--- src/hdl/twm_pkg.sv ---
package twm_pkg;

  // ------------------------------------------------------------
  // timing
  // ------------------------------------------------------------
  localparam int unsigned CLK_PERIOD_NS = 100;
  localparam int unsigned HALF_BIT_NS = 5000;
  localparam int unsigned HALF_BIT_CYC = HALF_BIT_NS / CLK_PERIOD_NS;

  // ------------------------------------------------------------
  // register map
  // ------------------------------------------------------------
  localparam int unsigned ADDR_W = 2;
  localparam logic [1:0] CTRL_OFS = 2'h0;
  localparam logic [1:0] STAT_OFS = 2'h1;
  localparam logic [1:0] DATA_OFS = 2'h2;

  localparam int unsigned CTRL_FLAG_BIT = 7;
  localparam int unsigned CTRL_ACKEN_BIT = 6;
  localparam int unsigned CTRL_START_BIT = 5;
  localparam int unsigned CTRL_STOP_BIT = 4;
  localparam int unsigned CTRL_WCOL_BIT = 3;
  localparam int unsigned CTRL_EN_BIT = 2;
  localparam int unsigned CTRL_IE_BIT = 0;
  localparam int unsigned STAT_PRESC_LSB = 0;
  localparam int unsigned STAT_PRESC_W = 2;

  localparam logic [7:0] CTRL_RST = 8'h00;
  localparam logic [7:0] DATA_RST = 8'hFF;
  localparam logic [7:0] STAT_MASK = 8'hF8;

  // ------------------------------------------------------------
  // status codes
  // ------------------------------------------------------------
  localparam logic [7:0] ST_START = 8'h08;
  localparam logic [7:0] ST_RSTART = 8'h10;
  localparam logic [7:0] ST_AW_ACK = 8'h18;
  localparam logic [7:0] ST_AW_NACK = 8'h20;
  localparam logic [7:0] ST_D_ACK = 8'h28;
  localparam logic [7:0] ST_D_NACK = 8'h30;
  localparam logic [7:0] ST_ARB = 8'h38;
  localparam logic [7:0] ST_AR_ACK = 8'h40;
  localparam logic [7:0] ST_AR_NACK = 8'h48;
  localparam logic [7:0] ST_IDLE = 8'hF8;

  // ------------------------------------------------------------
  // types
  // ------------------------------------------------------------
  typedef enum logic [1:0] {
    TWM_CMD_START = 2'b00,
    TWM_CMD_STOP = 2'b01,
    TWM_CMD_BYTE = 2'b10
  } twm_cmd_type;

  typedef enum logic [2:0] {
    SQ_IDLE = 3'b000,
    SQ_WAIT_FREE = 3'b001,
    SQ_START = 3'b010,
    SQ_ADDR = 3'b011,
    SQ_DATA = 3'b100,
    SQ_STOP = 3'b101
  } twm_seq_type;

endpackage

--- src/hdl/twm_bit_if.sv ---
interface twm_bit_if;
  twm_pkg::twm_cmd_type cmd;
  logic cmd_valid;
  logic [7:0] tx_byte;
  logic done;
  logic ack_rx;
  logic arb_lost;
  logic bus_busy;
  logic held;
  logic scl_s;
  logic sda_s;
  logic scl_low;
  logic sda_low;

  modport seq (
    output cmd, cmd_valid, tx_byte, scl_s, sda_s,
    input done, ack_rx, arb_lost, bus_busy, held, scl_low, sda_low
  );
  modport eng (
    input cmd, cmd_valid, tx_byte, scl_s, sda_s,
    output done, ack_rx, arb_lost, bus_busy, held, scl_low, sda_low
  );
endinterface

--- src/hdl/twm_bit_engine.sv ---
module twm_bit_engine #(
  parameter int unsigned HALF_CYC = twm_pkg::HALF_BIT_CYC
) (
  // clock and reset
  input logic clk,
  input logic reset_n,
  // sequencer side
  twm_bit_if.eng bif
);
  import twm_pkg::*;

  typedef enum logic [1:0] {
    ENG_IDLE = 2'b00,
    ENG_START = 2'b01,
    ENG_STOP = 2'b10,
    ENG_BITS = 2'b11
  } twm_eng_type;

  localparam int unsigned TW = $clog2(HALF_CYC + 1);
  localparam logic [TW-1:0] RELOAD = TW'(HALF_CYC - 1);

  twm_eng_type st_r;
  logic [1:0] step_r;
  logic [3:0] bit_r;
  logic [TW-1:0] tmr_r;
  logic [7:0] sh_r;
  logic held_r, busy_r, done_r, ack_r, arb_r;
  logic scl_low_r, sda_low_r, scl_d_r, sda_d_r, sda_lag_r;
  logic scl_low_nxt, sda_low_nxt;

  // ------------------------------------------------------------
  // bus monitor and step decode
  // ------------------------------------------------------------
  wire start_seen = bif.scl_s && scl_d_r && sda_d_r && !bif.sda_s;
  wire stop_seen = bif.scl_s && scl_d_r && !sda_d_r && bif.sda_s;
  wire tick = (tmr_r == '0);
  wire stretch = (st_r != ENG_IDLE) && !scl_low_r && !bif.scl_s;
  wire last = (st_r == ENG_START && step_r == 2'd3) || (st_r == ENG_STOP && step_r == 2'd2)
              || (st_r == ENG_BITS && step_r[0]);
  wire sample = (st_r == ENG_BITS) && step_r[0] && tick && !stretch;
  wire lost = sample && (bit_r != 4'd8) && sh_r[7] && !bif.sda_s;
  wire twm_eng_type eng_go = (bif.cmd == TWM_CMD_START) ? ENG_START :
                             (bif.cmd == TWM_CMD_STOP) ? ENG_STOP : ENG_BITS;

  always_comb begin
    scl_low_nxt = held_r;
    sda_low_nxt = 1'b0;
    unique case (st_r)
      ENG_IDLE: begin
        scl_low_nxt = held_r;
      end
      ENG_START: begin
        scl_low_nxt = (step_r == 2'd0) ? held_r : (step_r == 2'd3);
        sda_low_nxt = step_r[1];
      end
      ENG_STOP: begin
        scl_low_nxt = (step_r == 2'd0);
        sda_low_nxt = (step_r != 2'd2);
      end
      ENG_BITS: begin
        scl_low_nxt = !step_r[0];
        sda_low_nxt = (bit_r != 4'd8) && !sh_r[7];
      end
    endcase
  end

  // ------------------------------------------------------------
  // line drive and bus state
  // ------------------------------------------------------------
  always_ff @(posedge clk) begin
    if (!reset_n) begin
      scl_low_r <= 1'b0;
      sda_low_r <= 1'b0;
      sda_lag_r <= 1'b0;
      scl_d_r <= 1'b1;
      sda_d_r <= 1'b1;
      busy_r <= 1'b0;
    end else begin
      scl_low_r <= scl_low_nxt;
      // data trails clock by a cycle: no data edge while clock falls
      sda_lag_r <= sda_low_nxt;
      sda_low_r <= sda_lag_r;
      scl_d_r <= bif.scl_s;
      sda_d_r <= bif.sda_s;
      busy_r <= start_seen || (busy_r && !stop_seen);
    end
  end

  // ------------------------------------------------------------
  // condition and bit sequencing
  // ------------------------------------------------------------
  always_ff @(posedge clk) begin
    if (!reset_n) begin
      st_r <= ENG_IDLE;
      step_r <= 2'd0;
      bit_r <= 4'd0;
      tmr_r <= '0;
      sh_r <= 8'hFF;
      held_r <= 1'b0;
      done_r <= 1'b0;
      ack_r <= 1'b0;
      arb_r <= 1'b0;
    end else begin
      done_r <= 1'b0;
      if (st_r == ENG_IDLE) begin
        if (bif.cmd_valid) begin
          st_r <= eng_go;
          step_r <= 2'd0;
          bit_r <= 4'd0;
          sh_r <= bif.tx_byte;
          tmr_r <= RELOAD;
          arb_r <= 1'b0;
        end
      end else if (stretch) begin
        tmr_r <= tmr_r;
      end else if (!tick) begin
        tmr_r <= tmr_r - 1'b1;
      end else if (lost) begin
        // lost the bus: let go of both lines at once
        st_r <= ENG_IDLE;
        held_r <= 1'b0;
        arb_r <= 1'b1;
        done_r <= 1'b1;
      end else if (last && st_r == ENG_BITS && bit_r != 4'd8) begin
        bit_r <= bit_r + 4'd1;
        sh_r <= {sh_r[6:0], 1'b1};
        step_r <= 2'd0;
        tmr_r <= RELOAD;
      end else if (last) begin
        st_r <= ENG_IDLE;
        done_r <= 1'b1;
        held_r <= (st_r != ENG_STOP);
        ack_r <= !bif.sda_s;
      end else begin
        step_r <= step_r + 2'd1;
        tmr_r <= RELOAD;
      end
    end
  end

  assign bif.done = done_r;
  assign bif.ack_rx = ack_r;
  assign bif.arb_lost = arb_r;
  assign bif.bus_busy = busy_r;
  assign bif.held = held_r;
  assign bif.scl_low = scl_low_r;
  assign bif.sda_low = sda_low_r;

endmodule

--- src/hdl/twm_master.sv ---
// What this block does
// - start goes out on a free bus, or at once while this master holds the bus
// - after start: flag set, code 0x08
// - address direction bit selects transmit or receive
// - writing one clears flag, resumes transfer
// - write address done: 0x18, 0x20 or 0x38
// - data write while flag low collides, ignored
// - in data states, cleared flag sends byte
// - data done: 0x28, 0x30 or 0x38
// - stop sent, then stop bit self-clears
// - repeated start reports 0x10, keeps bus
// - read address after 0x10 enters receive operation
// - start and stop: stop, clear stop, start
// - 0x38 without start releases bus, unaddressed
// - 0x38 with start restarts on free bus
// - flag set holds transfer suspended
//
// The register addresses and the strobed register port were decided locally.
module twm_master #(
  parameter int unsigned HALF_CYC = twm_pkg::HALF_BIT_CYC
) (
  // clock and reset
  input logic clk,
  input logic reset_n,
  // register port
  input logic [twm_pkg::ADDR_W-1:0] reg_addr,
  input logic [7:0] reg_wdata,
  input logic reg_wr,
  input logic reg_rd,
  output logic [7:0] reg_rdata,
  // two-wire pins
  input logic scl_in,
  output logic scl_out,
  output logic scl_oe,
  input logic sda_in,
  output logic sda_out,
  output logic sda_oe,
  // status outputs
  output logic irq,
  output logic master_receive_mode,
  output logic unaddressed_slave
);
  import twm_pkg::*;

  if (HALF_CYC < 2 || HALF_CYC > 4096) begin : g_bad_half
    $error("half bit count out of range");
  end

  twm_bit_if bif();

  twm_bit_engine #(.HALF_CYC(HALF_CYC)) u_engine (
    .clk(clk),
    .reset_n(reset_n),
    .bif(bif)
  );

  // ------------------------------------------------------------
  // pin synchronisers
  // ------------------------------------------------------------
  logic scl_m_r, scl_s_r, sda_m_r, sda_s_r;

  always_ff @(posedge clk) begin
    if (!reset_n) begin
      scl_m_r <= 1'b1;
      scl_s_r <= 1'b1;
      sda_m_r <= 1'b1;
      sda_s_r <= 1'b1;
    end else begin
      scl_m_r <= scl_in;
      scl_s_r <= scl_m_r;
      sda_m_r <= sda_in;
      sda_s_r <= sda_m_r;
    end
  end

  assign bif.scl_s = scl_s_r;
  assign bif.sda_s = sda_s_r;

  // ------------------------------------------------------------
  // registers
  // ------------------------------------------------------------
  logic flag_r, ack_en_r, sta_r, sto_r, wcol_r, en_r, ie_r;
  logic [7:0] code_r, code_nxt, data_r, rdata_r;
  logic [STAT_PRESC_W-1:0] presc_r;
  logic rx_r, rep_r, irq_r, unaddr_r;
  twm_seq_type sq_r, sq_nxt;
  logic cmd_v;
  twm_cmd_type cmd;

  wire ctrl_wr = reg_wr && (reg_addr == CTRL_OFS);
  wire stat_wr = reg_wr && (reg_addr == STAT_OFS);
  wire data_wr = reg_wr && (reg_addr == DATA_OFS);
  wire w_flag = reg_wdata[CTRL_FLAG_BIT];
  wire w_sta = reg_wdata[CTRL_START_BIT];
  wire w_sto = reg_wdata[CTRL_STOP_BIT];
  wire go = ctrl_wr && w_flag && reg_wdata[CTRL_EN_BIT];
  wire act = go && (sq_r == SQ_IDLE);
  wire code_lost = (code_r == ST_ARB);
  wire code_addr = (code_r == ST_START) || (code_r == ST_RSTART);
  wire code_data = (code_r == ST_AW_ACK) || (code_r == ST_AW_NACK) || (code_r == ST_D_ACK)
                   || (code_r == ST_D_NACK);
  wire addr_rd = data_r[0];
  wire eng_done = bif.done;
  wire flag_set = eng_done && (sq_r == SQ_START || sq_r == SQ_ADDR || sq_r == SQ_DATA);
  wire flag_clr = ctrl_wr && w_flag;
  wire data_ok = data_wr && flag_r;
  wire wcol_set = data_wr && !flag_r;
  wire stop_done = eng_done && (sq_r == SQ_STOP);
  wire lost_release = act && !w_sta && !w_sto && code_lost;
  wire start_issue = cmd_v && (cmd == TWM_CMD_START);
  wire rx_enter = eng_done && (sq_r == SQ_ADDR) && addr_rd && !bif.arb_lost;
  wire [7:0] stat_rd = (code_r & STAT_MASK) | {{(8 - STAT_PRESC_W){1'b0}}, presc_r};
  wire [7:0] ctrl_rd = {flag_r, ack_en_r, sta_r, sto_r, wcol_r, en_r, 1'b0, ie_r};
  wire [7:0] rd_mux = (reg_addr == CTRL_OFS) ? ctrl_rd :
                      (reg_addr == STAT_OFS) ? stat_rd :
                      (reg_addr == DATA_OFS) ? data_r : 8'h00;

  // ------------------------------------------------------------
  // transfer sequencer
  // ------------------------------------------------------------
  always_comb begin
    sq_nxt = sq_r;
    cmd_v = 1'b0;
    cmd = TWM_CMD_START;
    unique case (sq_r)
      SQ_IDLE: begin
        if (act && w_sto) begin
          cmd_v = 1'b1;
          cmd = TWM_CMD_STOP;
          sq_nxt = SQ_STOP;
        end else if (act && w_sta && bif.held) begin
          cmd_v = 1'b1;
          sq_nxt = SQ_START;
        end else if (act && w_sta) begin
          sq_nxt = SQ_WAIT_FREE;
        end else if (act && code_addr) begin
          cmd_v = 1'b1;
          cmd = TWM_CMD_BYTE;
          sq_nxt = SQ_ADDR;
        end else if (act && code_data) begin
          cmd_v = 1'b1;
          cmd = TWM_CMD_BYTE;
          sq_nxt = SQ_DATA;
        end
      end
      SQ_WAIT_FREE: begin
        if (!bif.bus_busy) begin
          cmd_v = 1'b1;
          sq_nxt = SQ_START;
        end
      end
      SQ_START, SQ_ADDR, SQ_DATA: begin
        if (eng_done) begin
          sq_nxt = SQ_IDLE;
        end
      end
      SQ_STOP: begin
        if (eng_done) begin
          sq_nxt = sta_r ? SQ_WAIT_FREE : SQ_IDLE;
        end
      end
      default: begin
        sq_nxt = SQ_IDLE;
      end
    endcase
  end

  always_comb begin
    code_nxt = code_r;
    if (lost_release || stop_done) begin
      code_nxt = ST_IDLE;
    end else if (eng_done && sq_r == SQ_START) begin
      code_nxt = rep_r ? ST_RSTART : ST_START;
    end else if (eng_done && sq_r == SQ_ADDR) begin
      code_nxt = bif.arb_lost ? ST_ARB :
                 addr_rd ? (bif.ack_rx ? ST_AR_ACK : ST_AR_NACK) :
                 (bif.ack_rx ? ST_AW_ACK : ST_AW_NACK);
    end else if (eng_done && sq_r == SQ_DATA) begin
      code_nxt = bif.arb_lost ? ST_ARB : (bif.ack_rx ? ST_D_ACK : ST_D_NACK);
    end
  end

  assign bif.cmd_valid = cmd_v;
  assign bif.cmd = cmd;
  assign bif.tx_byte = data_r;

  always_ff @(posedge clk) begin
    if (!reset_n) begin
      sq_r <= SQ_IDLE;
      code_r <= ST_IDLE;
      rep_r <= 1'b0;
      rx_r <= 1'b0;
      unaddr_r <= 1'b0;
    end else begin
      sq_r <= sq_nxt;
      code_r <= code_nxt;
      rep_r <= start_issue ? bif.held : rep_r;
      rx_r <= rx_enter || (rx_r && !start_issue && !stop_done);
      unaddr_r <= lost_release || (unaddr_r && !act);
    end
  end

  // ------------------------------------------------------------
  // software visible bits
  // ------------------------------------------------------------
  always_ff @(posedge clk) begin
    if (!reset_n) begin
      {flag_r, ack_en_r, sta_r, sto_r, wcol_r, en_r, ie_r} <= {CTRL_RST[7:3], CTRL_RST[2], CTRL_RST[0]};
      data_r <= DATA_RST;
      presc_r <= '0;
      rdata_r <= 8'h00;
      irq_r <= 1'b0;
    end else begin
      flag_r <= flag_set || (flag_r && !flag_clr);
      wcol_r <= wcol_set || (wcol_r && !data_ok);
      sto_r <= ctrl_wr ? w_sto : (sto_r && !stop_done);
      if (ctrl_wr) begin
        ack_en_r <= reg_wdata[CTRL_ACKEN_BIT];
        sta_r <= w_sta;
        en_r <= reg_wdata[CTRL_EN_BIT];
        ie_r <= reg_wdata[CTRL_IE_BIT];
      end
      if (data_ok) begin
        data_r <= reg_wdata;
      end
      if (stat_wr) begin
        presc_r <= reg_wdata[STAT_PRESC_LSB +: STAT_PRESC_W];
      end
      rdata_r <= reg_rd ? rd_mux : 8'h00;
      irq_r <= flag_r && ie_r;
    end
  end

  // ------------------------------------------------------------
  // outputs
  // ------------------------------------------------------------
  assign reg_rdata = rdata_r;
  assign scl_out = 1'b0;
  assign sda_out = 1'b0;
  assign scl_oe = bif.scl_low && en_r;
  assign sda_oe = bif.sda_low && en_r;
  assign irq = irq_r;
  assign master_receive_mode = rx_r;
  assign unaddressed_slave = unaddr_r;
endmodule

--- config.mk ---
export PLATFORM = sky130hd
export DESIGN_NAME = twm_master
export DESIGN_NICKNAME = d
export VERILOG_FILES = /design/src/hdl/twm_pkg.sv /design/src/hdl/twm_bit_if.sv /design/src/hdl/twm_bit_engine.sv /design/src/hdl/twm_master.sv
export SDC_FILE = /design/constraint.sdc
export NUM_CORES = 1
export LEC_CHECK = 0
export ABC_AREA = 1
export BUFFER_PORTS_ARGS = -buffer_cell sky130_fd_sc_hd__buf_4
export CAP_MARGIN = 25
export CORE_ASPECT_RATIO = 1.75
export CORE_MARGIN = 5
export CORE_UTILIZATION = 40
export CTS_BUF_LIST = sky130_fd_sc_hd__clkbuf_8
export DETAILED_ROUTE_END_ITERATION = 7
export SLEW_MARGIN = 10
export SYNTH_ARGS = -nofsm -noshare
export SYNTH_HDL_FRONTEND = slang
export SYNTH_SLANG_ARGS = --single-unit
export TNS_END_PERCENT = 1
--- constraint.sdc ---
create_clock -name clk -period 1.8 [get_ports clk]
set_input_delay 0.09 -clock clk [delete_from_list [all_inputs] [get_ports clk]]
set_output_delay 0.09 -clock clk [all_outputs]
set_load 0.03 [all_outputs]
Yosys cells after proc, flatten, opt, wreduce, memory -nomap -nowiden

Cells that the tools add are included.

Register bits: 76
Bits in latches: 0
RAM bits: 0
ROM bits: 0
Input port bits: 16
Output and inout port bits: 15
Word-level logic and storage cells: 277
Memories kept: 0

Add/sub/neg operators: 3
$mul: 0
Divide/modulo/power cells: 0
Order comparisons: 0
Equality and inequality tests: 35
Shift-type cells: 0
Mux-type cells: 86
Bitwise gates (word level): 8
Reductions and logical operators: 109

Operators by type and width:

| kind               | number |
|---|---|
| $mux 8             | 12 |
| $logic_and 1x1->1  | 52 |
| $mux 6             | 8 |
| $mux 2             | 21 |
| $eq 8x6->1 const B | 4 |
| $mux 4             | 7 |
| $mux 3             | 8 |
| $mux 1             | 21 |
| $reduce_and 5->1   | 4 |
| $logic_not 1->1    | 17 |
| $eq 8x5->1 const B | 2 |
| $mux 5             | 3 |
| $logic_or 1x1->1   | 14 |
| $mux 7             | 2 |
| $ne 2x2->1 const B | 6 |
| $pmux 3 s4         | 1 |
| $reduce_and 4->1   | 3 |
| $eq 2x2->1 const B | 5 |
| $reduce_bool 2->1  | 5 |
| $eq 8x4->1 const B | 1 |
| $logic_not 2->1    | 4 |
| $ne 4x4->1 const B | 2 |
| $or 8x2->8         | 1 |
| $not 1->1          | 7 |
| other kinds (22)   | 31 |

Logic depth before layout (Yosys ltp)

Gate-level depths: netlist of the first run.

Depth in word-level cells: 18
Gate-level depth with buffers: 13
Depth with buffers taken out: 13

Cells and area by module

Synthesis of the first run repeated with hierarchy kept, for this count alone.

Cell total of the unflattened synthesis: 542
Area, all modules: 3,838.7 um^2

Modules (own cells, without submodules):

| module         | instances | cells each | area each (um^2) | sequential area each (um^2) |
|---|---|---|---|---|
| twm_master     | 1         | 286        | 2,065.7          | 820.8 |
| twm_bit_engine | 1         | 256        | 1,773.0          | 640.6 |

Worst setup path after synthesis of the first run

Ideal clock, no wire load.

Path type: register to register
From: register u_engine.bit_r[0]
To: register u_engine.tmr_r[0]
Library setup time: 0.115 ns
Arrival time: 1.512 ns
Required time: 1.685 ns
Slack: 0.173 ns
Stages on the path, launching flop included: 13
Buffers on the path: 1
Clock period less this slack: 1.627 ns
Cells stage by stage: dfxtp_1 > inv_1 > ha_1 > nand2_1 > nor2_1 > nor2_2 > nor2_2 > nand2_1 > nand2_1 > a21oi_2 > buf_6 > a21oi_1 > nor2_1

Longest elaborated chain between the ends: 7
Elaborated cells on any way between the ends: 13
Those cells by class: 3 x eq/ne; 5 x mux; 5 x reduce/logical

RTL lines:

| element                | RTL line                                    | RTL |
|---|---|---|
| start, declared        | twm_bit_engine.sv:24                        | `logic [3:0] bit_r;` |
| start signal, assigned | twm_bit_engine.sv:125                       | `bit_r <= bit_r + 4'd1;` |
| $ne 4x4->1 *           | twm_bit_engine.sv:41, twm_bit_engine.sv:124 |  |
| $logic_and 1x1->1      | twm_bit_engine.sv:124                       | `end else if (last && st_r == ENG_BITS && bit_r != 4'd8) begin` |
| $mux 6                 | twm_bit_engine.sv:124                       |  |
| $mux 6                 | twm_bit_engine.sv:118                       | `end else if (lost) begin` |
| $mux 6                 | twm_bit_engine.sv:116                       | `end else if (!tick) begin` |
| $mux 6                 | twm_bit_engine.sv:114                       | `end else if (stretch) begin` |
| $mux 6                 | twm_bit_engine.sv:105                       | `if (st_r == ENG_IDLE) begin` |
| end signal, assigned   | twm_bit_engine.sv:115                       | `tmr_r <= tmr_r;` |
| end signal, assigned   | twm_bit_engine.sv:117                       | `tmr_r <= tmr_r - 1'b1;` |
| end, declared          | twm_bit_engine.sv:25                        | `logic [TW-1:0] tmr_r;` |

Every way passes the cells marked *; elsewhere a longest branch is shown, timed or not. The select of a mux whose other input is x is not followed.
A chain may end at the register's enable or synchronous reset.

Worst setup path in the final report of the first run

From: register u_engine.bit_r[0]
To: register u_engine.tmr_r[5]

Same word-level chain as after synthesis.

==> results of run 1 <==
## per-layer routing
metal | track usage, % | vias up | part of all wire (%)
li1 | - | 1797 | -
met1 | 17.9 | 1640 | 38
met2 | 33.0 | 56 | 56
met3 | 3.58 | 26 | 2.2
met4 | 8.69 | 0 | 3.6
met5 | 0 | - | 0
## power breakdown
group	switching (W)	total [W]	internal [W]
Sequential	0.000147	0.00193	0.00179
Combinational	0.00124	0.00213	0.000891
Clock	0.000627	0.00120	0.000568
## state kept, by name, indices dropped and copies added (netlist names), 2 cells and up, named ones only
register and flops:
u_engine.sh_r 8, u_engine.st_r 2, u_engine.bit_r 4, u_engine.tmr_r 6, presc_r 2, sq_r 3
bif.tx_byte 8, code_r 5, reg_rdata 8, u_engine.step_r 2
## per-stage QoR
stage	TNS, ns	utilization (%)	hold slack, ns	instance area, sq um
3_5_place_dp	-0.0202	45.4	0.280	4070
4_1_cts	0	48.3	0.0221	4340
3_3_place_gp	0	45.4	0.277	4070
5_1_grt	-0.208	51.0	0.0352	4580
6_report	0	51.0	0.0401	4580
2_1_floorplan	0	-	0.197	3650
## cells in the final DEF, fill, tap and decap left out, types with 2 or more instances in the layout
| cell type | n |
|---|---|
| nand4_1 | 6 |
| dlygate4sd3_1 | 8 |
| a21oi_2 | 3 |
| a21oi_1 | 33 |
| dfxtp_1 | 65 |
| nor2_2 | 5 |
| buf_6 | 3 |
| clkinv_2 | 3 |
| o21ai_0 | 19 |
| or2_2 | 5 |
| nand2_2 | 8 |
| o211ai_1 | 7 |
| nor2_4 | 12 |
| o221ai_1 | 3 |
| buf_4 | 49 |
| a221oi_1 | 2 |
| nand3_1 | 44 |
| nand3_4 | 2 |
| nor3_1 | 6 |
| clkbuf_8 | 11 |
| inv_1 | 65 |
| nand3_2 | 4 |
| a211oi_1 | 2 |
| nand2_1 | 126 |
| inv_2 | 7 |
| conb_1 | 2 |
| o311ai_0 | 2 |
| nor2_1 | 46 |
| clkinvlp_4 | 2 |
| o21ai_2 | 2 |
| dfxtp_2 | 7 |
| xor2_1 | 2 |
| xnor2_1 | 2 |
| ha_1 | 8 |
## worst min-delay path by stage
| stage | start | slack, ns | cells after the start | to |
|---|---|---|---|---|
| 4_1_cts | reg_rd | 0.02 | 3 | reg_rdata[2] |
| 5_1_grt | reset_n | 0.04 | 2 | u_engine.scl_d_r |
| 3_5_place_dp | sda_in | 0.28 | 2 | sda_m_r |
| 3_3_place_gp | scl_in | 0.28 | 2 | scl_m_r |
| 6_report | reg_rd | 0.04 | 3 | reg_rdata[2] |
| 2_1_floorplan | scl_in | 0.20 | 1 | scl_m_r |
## final cells by class
cell class              count  area share (%)
multi-input cells         363            43.0
flip-flops and latches     73            32.2
repair buffers             63            11.6
inverters                  73            5.98
clock buffers              11            3.31
well taps                 120            3.28
clock inverters             5           0.656
## timing repair
action / 4_1_cts / 5_1_grt
gates cloned: 0 / 3
hold buffers: 8 / 0
pin swaps: 0 / 12
endpoints found under the hold margin: 9 / 0
setup endpoints to repair: 5 / 27
resized for setup: 1 / 49
setup buffers: 0 / 5
## cell families after synthesis
| family | after synthesis | synth area share, % |
|---|---|---|
| other | 1 | 0.103 |
| adder cells (fa/ha/maj) | 9 | 3.09 |
| buffers and inverters | 88 | 10.1 |
| AO/OA/AOI/OAI | 79 | 12.7 |
| XOR/XNOR | 4 | 0.960 |
| AND/OR/NAND/NOR | 269 | 33.0 |
| flip-flops | 73 | 40.1 |
## critical path: cells and delay by family (launching register included)
family,cells,cell delay [ns]
buffers and inverters,2,0.23
AOI/OAI and AO/OA,2,0.19
adders and majority gates,1,0.13
and+or+nand+nor,7,0.74
DFF,1,0.33
==> results.txt, run 1 <==
Final Non-Filler Cells -> 708
drt first pass iters -> 4
fmax -> 0.579 GHz
gr ovfl total -> 0
Hold Vio Cnt, Final -> 0
worst IR drop on VDD -> 0.000703 V
Worst R2R Setup Slack -> 0.07 ns
status -> completed
Crit-path slowest cell -> dfxtp_2
pwr/cell area -> 1150 nW/um^2
crit path time final -> 1.73 ns
Ys Warns -> 0
Synth area leader -> dfxtp_1
# diodes -> 0
drt wl/cell -> 13.4 microns
Final setup violation count -> 0
GRT Overall Usage -> 17.7%
Post-synth EDFFs -> 0
CP max FO -> 5
Critical Path RT -> 2.05 ns
slew margin rel. -> 66.9%
post-synthesis sequential area ratio -> 40.1%
Vias -> 3519
Total Power -> 0.00526 W
Die Ht -> 136 microns
# DRC -> 0
setup ws final -> 0.0731 ns
FF-to-FF End -> u_engine.tmr_r[5]
core box area -> 8980 sq um
number of fillers in the final layout -> 884
worst skew pair latency -> 0.35 ns
1st-iter DRT viols -> 142
Slew @ Worst Pin -> 0.492 ns
top-count cell post-synth -> nand2_1
fin crit share -> 95.9%
pin count of the biggest net entering global routing -> 28
area taken by multi-input logic gates -> 1970 sq um
Syn Std Cell Area -> 3650 sq um
CTS tree -> built
area grow syn2layout -> 25.5%
CP peak stage delay -> 0.33 ns
first-pass GRT wire length -> 15300 microns
Die X -> 82.2 microns
TritonCTS Buffers -> 9
Worst Skew -> 0.00751 ns
gp weighted congestion -> 0.949
Inst Count DP -> 676
startpoint types -> flop
clock transition at the registers of the reported paths -> 0.08 ns
nets -> 608
fin. max-slew vios -> 0
Num Clock Sinks -> 73
row cnt -> 46
RSZ-0062 raised after global routing -> yes
Worst R2R Start -> u_engine.bit_r[0]
critical path arrival -> 1.97 ns
timing startpoint of the critical path -> u_engine.bit_r[0]
ys flop type -> dfxtp_1
Post-Place Worst Slack -> -0.0149 ns
Setup crit end -> u_engine.tmr_r[5]
worst setup path category -> reg -> reg
layout cell share with drive strength beyond 1 -> 22.6%
vias in the first global route -> 3371
Starting Density -> 40.6%
Die Area -> 11200 sq um
Post-synth top cells -> nand2_1 (131), dfxtp_1 (73), inv_1 (68), nor2_1 (53), nand3_1 (47)
antenna violations before repair -> 0
Yosys top cell area share -> 40.1%
Reg area -> 1470 sq um
Longest Clk Path Bufs -> 2
endpoint class of the critical path -> flop
asr flop ratio synth -> 0%
final WL -> 9470 microns
Avg Cell Area, Syn -> 6.98 sq um
synth top area cells -> dfxtp_1 (40%), nand2_1 (13%), inv_1 (7.0%)
CP Cell Sequence -> inv_2 > ha_4 > nand2_2 > nor2_4 > nor2_4 > nor2_4 > nand2_2 > nand2_2 > a21oi_4 > buf_4 > a21oi_1 > nor2_1
P_leak -> 2.15 nW
Port Buf Inserts -> 28
Post-DP HPWL -> 7010 microns
count of cell types in the netlist -> 38
CTS Root Buffer Type -> clkbuf_8
Worst Hold Class -> in -> reg
# IOs -> 31
Gate Count Post-Synth -> 523
Max Cap Viol -> 0
R2R depth -> 12
Post-DRT Antenna Nets -> 0
flops & latches, synth -> 73
DR vias/cell -> 4.97
H-tree depth -> 3
Power figures use the tool's default switching activity.
==> run 2: changes to the inputs <==
--- a/config.mk
+++ b/config.mk
@@ -6,7 +6,7 @@
 export NUM_CORES = 1
 export LEC_CHECK = 0
 export ABC_AREA = 1
-export BUFFER_PORTS_ARGS = -buffer_cell sky130_fd_sc_hd__buf_4
+export BUFFER_PORTS_ARGS = -buffer_cell sky130_fd_sc_hd__buf_2
 export CAP_MARGIN = 25
 export CORE_ASPECT_RATIO = 1.75
 export CORE_MARGIN = 5
==> results.txt, run 2 (synthesized netlist as in run 1, its figures left out) <==
fin. max-slew vios -> 0
Internal -> 0.00329 W
H-tree depth -> 3
area grow syn2layout -> 23.4%
pin count of the biggest net entering global routing -> 28
row cnt -> 46
# DRC -> 0
TritonCTS Buffers -> 9
vias in the first global route -> 3411
Vias -> 3495
layout cell share with drive strength beyond 1 -> 23.0%
Port Buf Inserts -> 28
Post-DRT Antenna Nets -> 0
most common cell after layout, fill and taps aside -> nand2_1
Longest Clk Path Bufs -> 2
GRT Overall Usage -> 17.9%
crit path time final -> 1.72 ns
DR vias/cell -> 4.98
endpoint class of the critical path -> flop
fin crit share -> 95.4%
Starting Density -> 40.6%
CTS tree -> built
# IOs -> 31
Num Clock Sinks -> 73
Final setup violation count -> 0
Clk pwr share -> 24.0%
Total Power -> 0.00534 W
drt wl/cell -> 13.6 microns
Post-DP HPWL -> 7010 microns
first-pass GRT wire length -> 15300 microns
Max Cap Viol -> 0
gp weighted congestion -> 0.917
status -> completed
antenna violations before repair -> 0
clock transition at the registers of the reported paths -> 0.09 ns
critical path arrival -> 2.01 ns
combinational power share -> 39.6%
Die Ht -> 136 microns
nets -> 602
CTS Root Buffer Type -> clkbuf_8
switch share -> 38.3%
# diodes -> 0
leading cell types in the layout, fill and taps excluded -> nand2_1 (125), dfxtp_1 (67), inv_1 (64), nand3_1 (43), nor2_1 (42)
Die Area -> 11200 sq um
Worst Skew -> 0.0154 ns
final WL -> 9540 microns
worst skew pair latency -> 0.36 ns
P_leak -> 2.10 nW
Flop pwr share -> 36.3%
Die X -> 82.2 microns
core box area -> 8980 sq um
Critical Path RT -> 2.09 ns
pwr/cell area -> 1190 nW/um^2
worst setup path category -> reg -> reg
P_sw -> 0.00205 W
1st-iter DRT viols -> 161
Worst Hold Class -> in -> reg
Hold Vio Cnt, Final -> 0
CP max FO -> 10
fmax -> 0.582 GHz
post-layout util -> 50.1%
worst IR drop on VDD -> 0.000808 V
drt first pass iters -> 4
gr ovfl total -> 0
startpoint types -> flop
-- run 2: metal layers --
layer  up-vias  global-route usage [%]  share of wire (%)  wire length (microns)
li1       1792                       -                  -                      -
met1      1611                    17.6                 38                   3590
met2        65                    32.3                 55                   5240
met3        27                    4.11                3.3                    316
met4         0                    11.6                4.2                    399
met5         -                       0                  0                      0
-- run 2: worst paths after layout --
check | startpoint | endpoint | slack (ns) | cells past startpoint
min | reg_rd | reg_rdata[2] | 0.01 | 3
min reg2reg | scl_m_r | bif.scl_s | 0.41 | 1
max | u_engine.bit_r[1] | u_engine.bit_r[3] | 0.08 | 11
max reg2reg | u_engine.bit_r[1] | u_engine.bit_r[3] | 0.08 | 11
-- run 2: through the flow --
step,setup TNS [ns],hold WS [ns],std cells,setup WS [ns],instance area (sq um)
global route,-0.0513,0.0193,702,-0.0146,4500
detailed placement,-0.00498,0.279,673,-0.00304,3990
floorplan,0,0.197,524,0.173,3650
global placement,0,0.274,673,0.0454,3990
finish,0,0.0147,702,0.0829,4500
CTS,0,0.000478,695,0.0250,4250
-- run 2: final cells by class --
cell class | count | area (sq um)
Clock buffer | 9 | 124
Clock inverter | 7 | 71.3
Fill cell | 911 | 4480
Inverter | 73 | 274
Multi-Input combinational cell | 364 | 2000
Sequential cell | 73 | 1470
Tap cell | 120 | 150
Timing Repair Buffer | 56 | 414
-- run 2: worst max-delay path, cell delays in order (launching register included) --
cell,delay (ns)
dfxtp_2,0.34
inv_1,0.06
ha_2,0.16
nand2_2,0.06
nor2_4,0.19
nor2_4,0.07
nand3_4,0.10
inv_2,0.08
nor3_4,0.20
buf_6,0.17
nand3_1,0.07
a21oi_1,0.14
-- run 2: power groups by stage --
stage / clock network (W) / registers (W) / logic (W)
2_1_floorplan: 0 / 0.00193 / 0.00131
3_3_place_gp: 0 / 0.00195 / 0.00172
3_5_place_dp: 0 / 0.00195 / 0.00174
4_1_cts: 0.00132 / 0.00192 / 0.00176
5_1_grt: 0.00140 / 0.00196 / 0.00236
6_report: 0.00128 / 0.00194 / 0.00212
-- run 2: repair_timing --
item	4_1_cts	5_1_grt
resized for setup	1	52
pin swaps	0	20
cloned	0	2
endpoints found under the hold margin	8	1
hold buffers	6	1
buffers inserted	0	5
setup endpoints to repair	3	28
==> run 3: changes to the inputs <==
--- a/config.mk
+++ b/config.mk
@@ -10,9 +10,11 @@
 export CAP_MARGIN = 25
 export CORE_ASPECT_RATIO = 1.75
 export CORE_MARGIN = 5
-export CORE_UTILIZATION = 40
+export CORE_UTILIZATION = 60
 export CTS_BUF_LIST = sky130_fd_sc_hd__clkbuf_8
 export DETAILED_ROUTE_END_ITERATION = 7
+export PLACE_DENSITY = 0.8
+export RECOVER_POWER = 100
 export SLEW_MARGIN = 10
 export SYNTH_ARGS = -nofsm -noshare
 export SYNTH_HDL_FRONTEND = slang
==> results.txt, run 3 (synthesized netlist as in run 1, its figures left out) <==
gp weighted congestion -> 0.929
leading cell types in the layout, fill and taps excluded -> nand2_1 (125), dfxtp_1 (68), inv_1 (66), nor2_1 (47), nand3_1 (42)
switch share -> 36.2%
setup TNS -> -0.0180 ns
crit path time final -> 1.82 ns
row cnt -> 37
setup ws final -> -0.0180 ns
worst hold stages -> 2
worst skew pair latency -> 0.37 ns
P_sw -> 0.00211 W
vias in the first global route -> 3444
1st-iter DRT viols -> 265
antenna violations before repair -> 0
CP max FO -> 6
Die Ht -> 113 microns
endpoint class of the critical path -> flop
Reg area -> 1470 sq um
pwr/cell area -> 1280 nW/um^2
Slew @ Worst Pin -> 0.492 ns
most common cell after layout, fill and taps aside -> nand2_1
area grow syn2layout -> 24.9%
Post-DP HPWL -> 6760 microns
Internal -> 0.00372 W
DR vias/cell -> 5.53
layout cell share with drive strength beyond 1 -> 23.0%
Port Buf Inserts -> 28
CTS Root Buffer Type -> clkbuf_8
critical path arrival -> 2.13 ns
R2R depth -> 10
clock transition at the registers of the reported paths -> 0.08 ns
drt first pass iters -> 5
worst setup path category -> reg -> reg
# diodes -> 0
Die X -> 68.9 microns
core box area -> 5930 sq um
combinational power share -> 38.2%
Die Area -> 7800 sq um
number of fillers in the final layout -> 445
gr ovfl total -> 0
Num Clock Sinks -> 73
Vias -> 3708
Worst Skew -> 0.00766 ns
CTS tree -> built
final WL -> 9850 microns
Clk pwr share -> 28.9%
Total Power -> 0.00583 W
pin count of the biggest net entering global routing -> 24
H-tree depth -> 3
Inst Count DP -> 637
worst IR drop on VDD -> 0.00110 V
# IOs -> 31
RSZ-0062 raised after global routing -> yes
status -> finished with violations
Hold Vio Cnt, Final -> 0
slew margin rel. -> 66.9%
# DRC -> 0
fmax -> 0.550 GHz
Worst Hold Class -> in -> reg
fin. max-slew vios -> 0
Flop pwr share -> 33.0%
drt wl/cell -> 14.7 microns
Starting Density -> 61.6%
Post-DRT Antenna Nets -> 0
failing checks -> setup timing
Worst R2R Start -> bif.scl_s
nets -> 612
Max Cap Viol -> 0
area taken by multi-input logic gates -> 1980 sq um
Longest Clk Path Bufs -> 2
GRT Overall Usage -> 25.2%
first-pass GRT wire length -> 15000 microns
TritonCTS Buffers -> 9
P_leak -> 2.18 nW
Final setup violation count -> 1
Critical Path RT -> 2.11 ns
HP Start -> reset_n
Post-Place Worst Slack -> -0.133 ns
startpoint types -> flop
timing startpoint of the critical path -> bif.scl_s
Final Non-Filler Cells -> 670
fin crit share -> 101%
## run 3: area by class of cell
cell class | count | area share (%)
Multi-Input combinational cell | 365 | 43.5
Inverter | 73 | 6.07
Sequential cell | 73 | 32.3
Clock buffer | 9 | 2.72
Tap cell | 78 | 2.14
Timing Repair Buffer | 65 | 10.3
Clock inverter | 7 | 2.94
## run 3: final timing paths
kind / to / slack [ns]
min: bif.tx_byte[7] / 0.01
max: u_engine.sh_r[6] / -0.02
max reg2reg: u_engine.sh_r[6] / -0.02
min reg2reg: bif.sda_s / 0.42
## run 3: worst max-delay path, stage by stage, from the launching register on
cell,delay (ns)
dfxtp_1,0.31
inv_1,0.09
nand2_1,0.15
nor2_4,0.21
nor2_4,0.08
nand3_4,0.10
inv_4,0.05
nor3_4,0.31
buf_2,0.23
nand3_1,0.10
nand3_1,0.12
## run 3: power by group through the flow
stage	Combinational [W]	Sequential (W)	Clock [W]
after floorplan	0.00131	0.00193	0
after global placement	0.00173	0.00193	0
after detailed placement	0.00177	0.00194	0
after CTS	0.00181	0.00190	0.00167
after global routing	0.00247	0.00193	0.00176
final	0.00223	0.00192	0.00168
## run 3: per-stage QoR
step / hold WS (ns) / cell area (sq um) / util [%]
floorplan: 0.197 / 3650 / -
global placement: 0.275 / 3970 / 67.1
detailed placement: 0.282 / 3970 / 67.1
CTS: 0.0120 / 4320 / 73.0
global route: 0.0416 / 4560 / 76.9
finish: 0.00973 / 4560 / 76.9
## run 3: routing by layer
layer	up-vias	track usage [%]	part of all wire, %
met3	41	6.55	5.1
met5	-	0	0
met4	0	14.6	4.9
met1	1727	24.5	36
met2	129	45.3	54
li1	1811	-	-
## run 3: what timing repair did
action / in CTS / in global routing
endpoints found under the setup margin: 8 / 24
cloned: 1 / 3
hold buffers: 7 / 0
hold endpoints to repair: 8 / 0
resized for setup: 3 / 44
buffers inserted: 0 / 6
pin swaps: 1 / 20
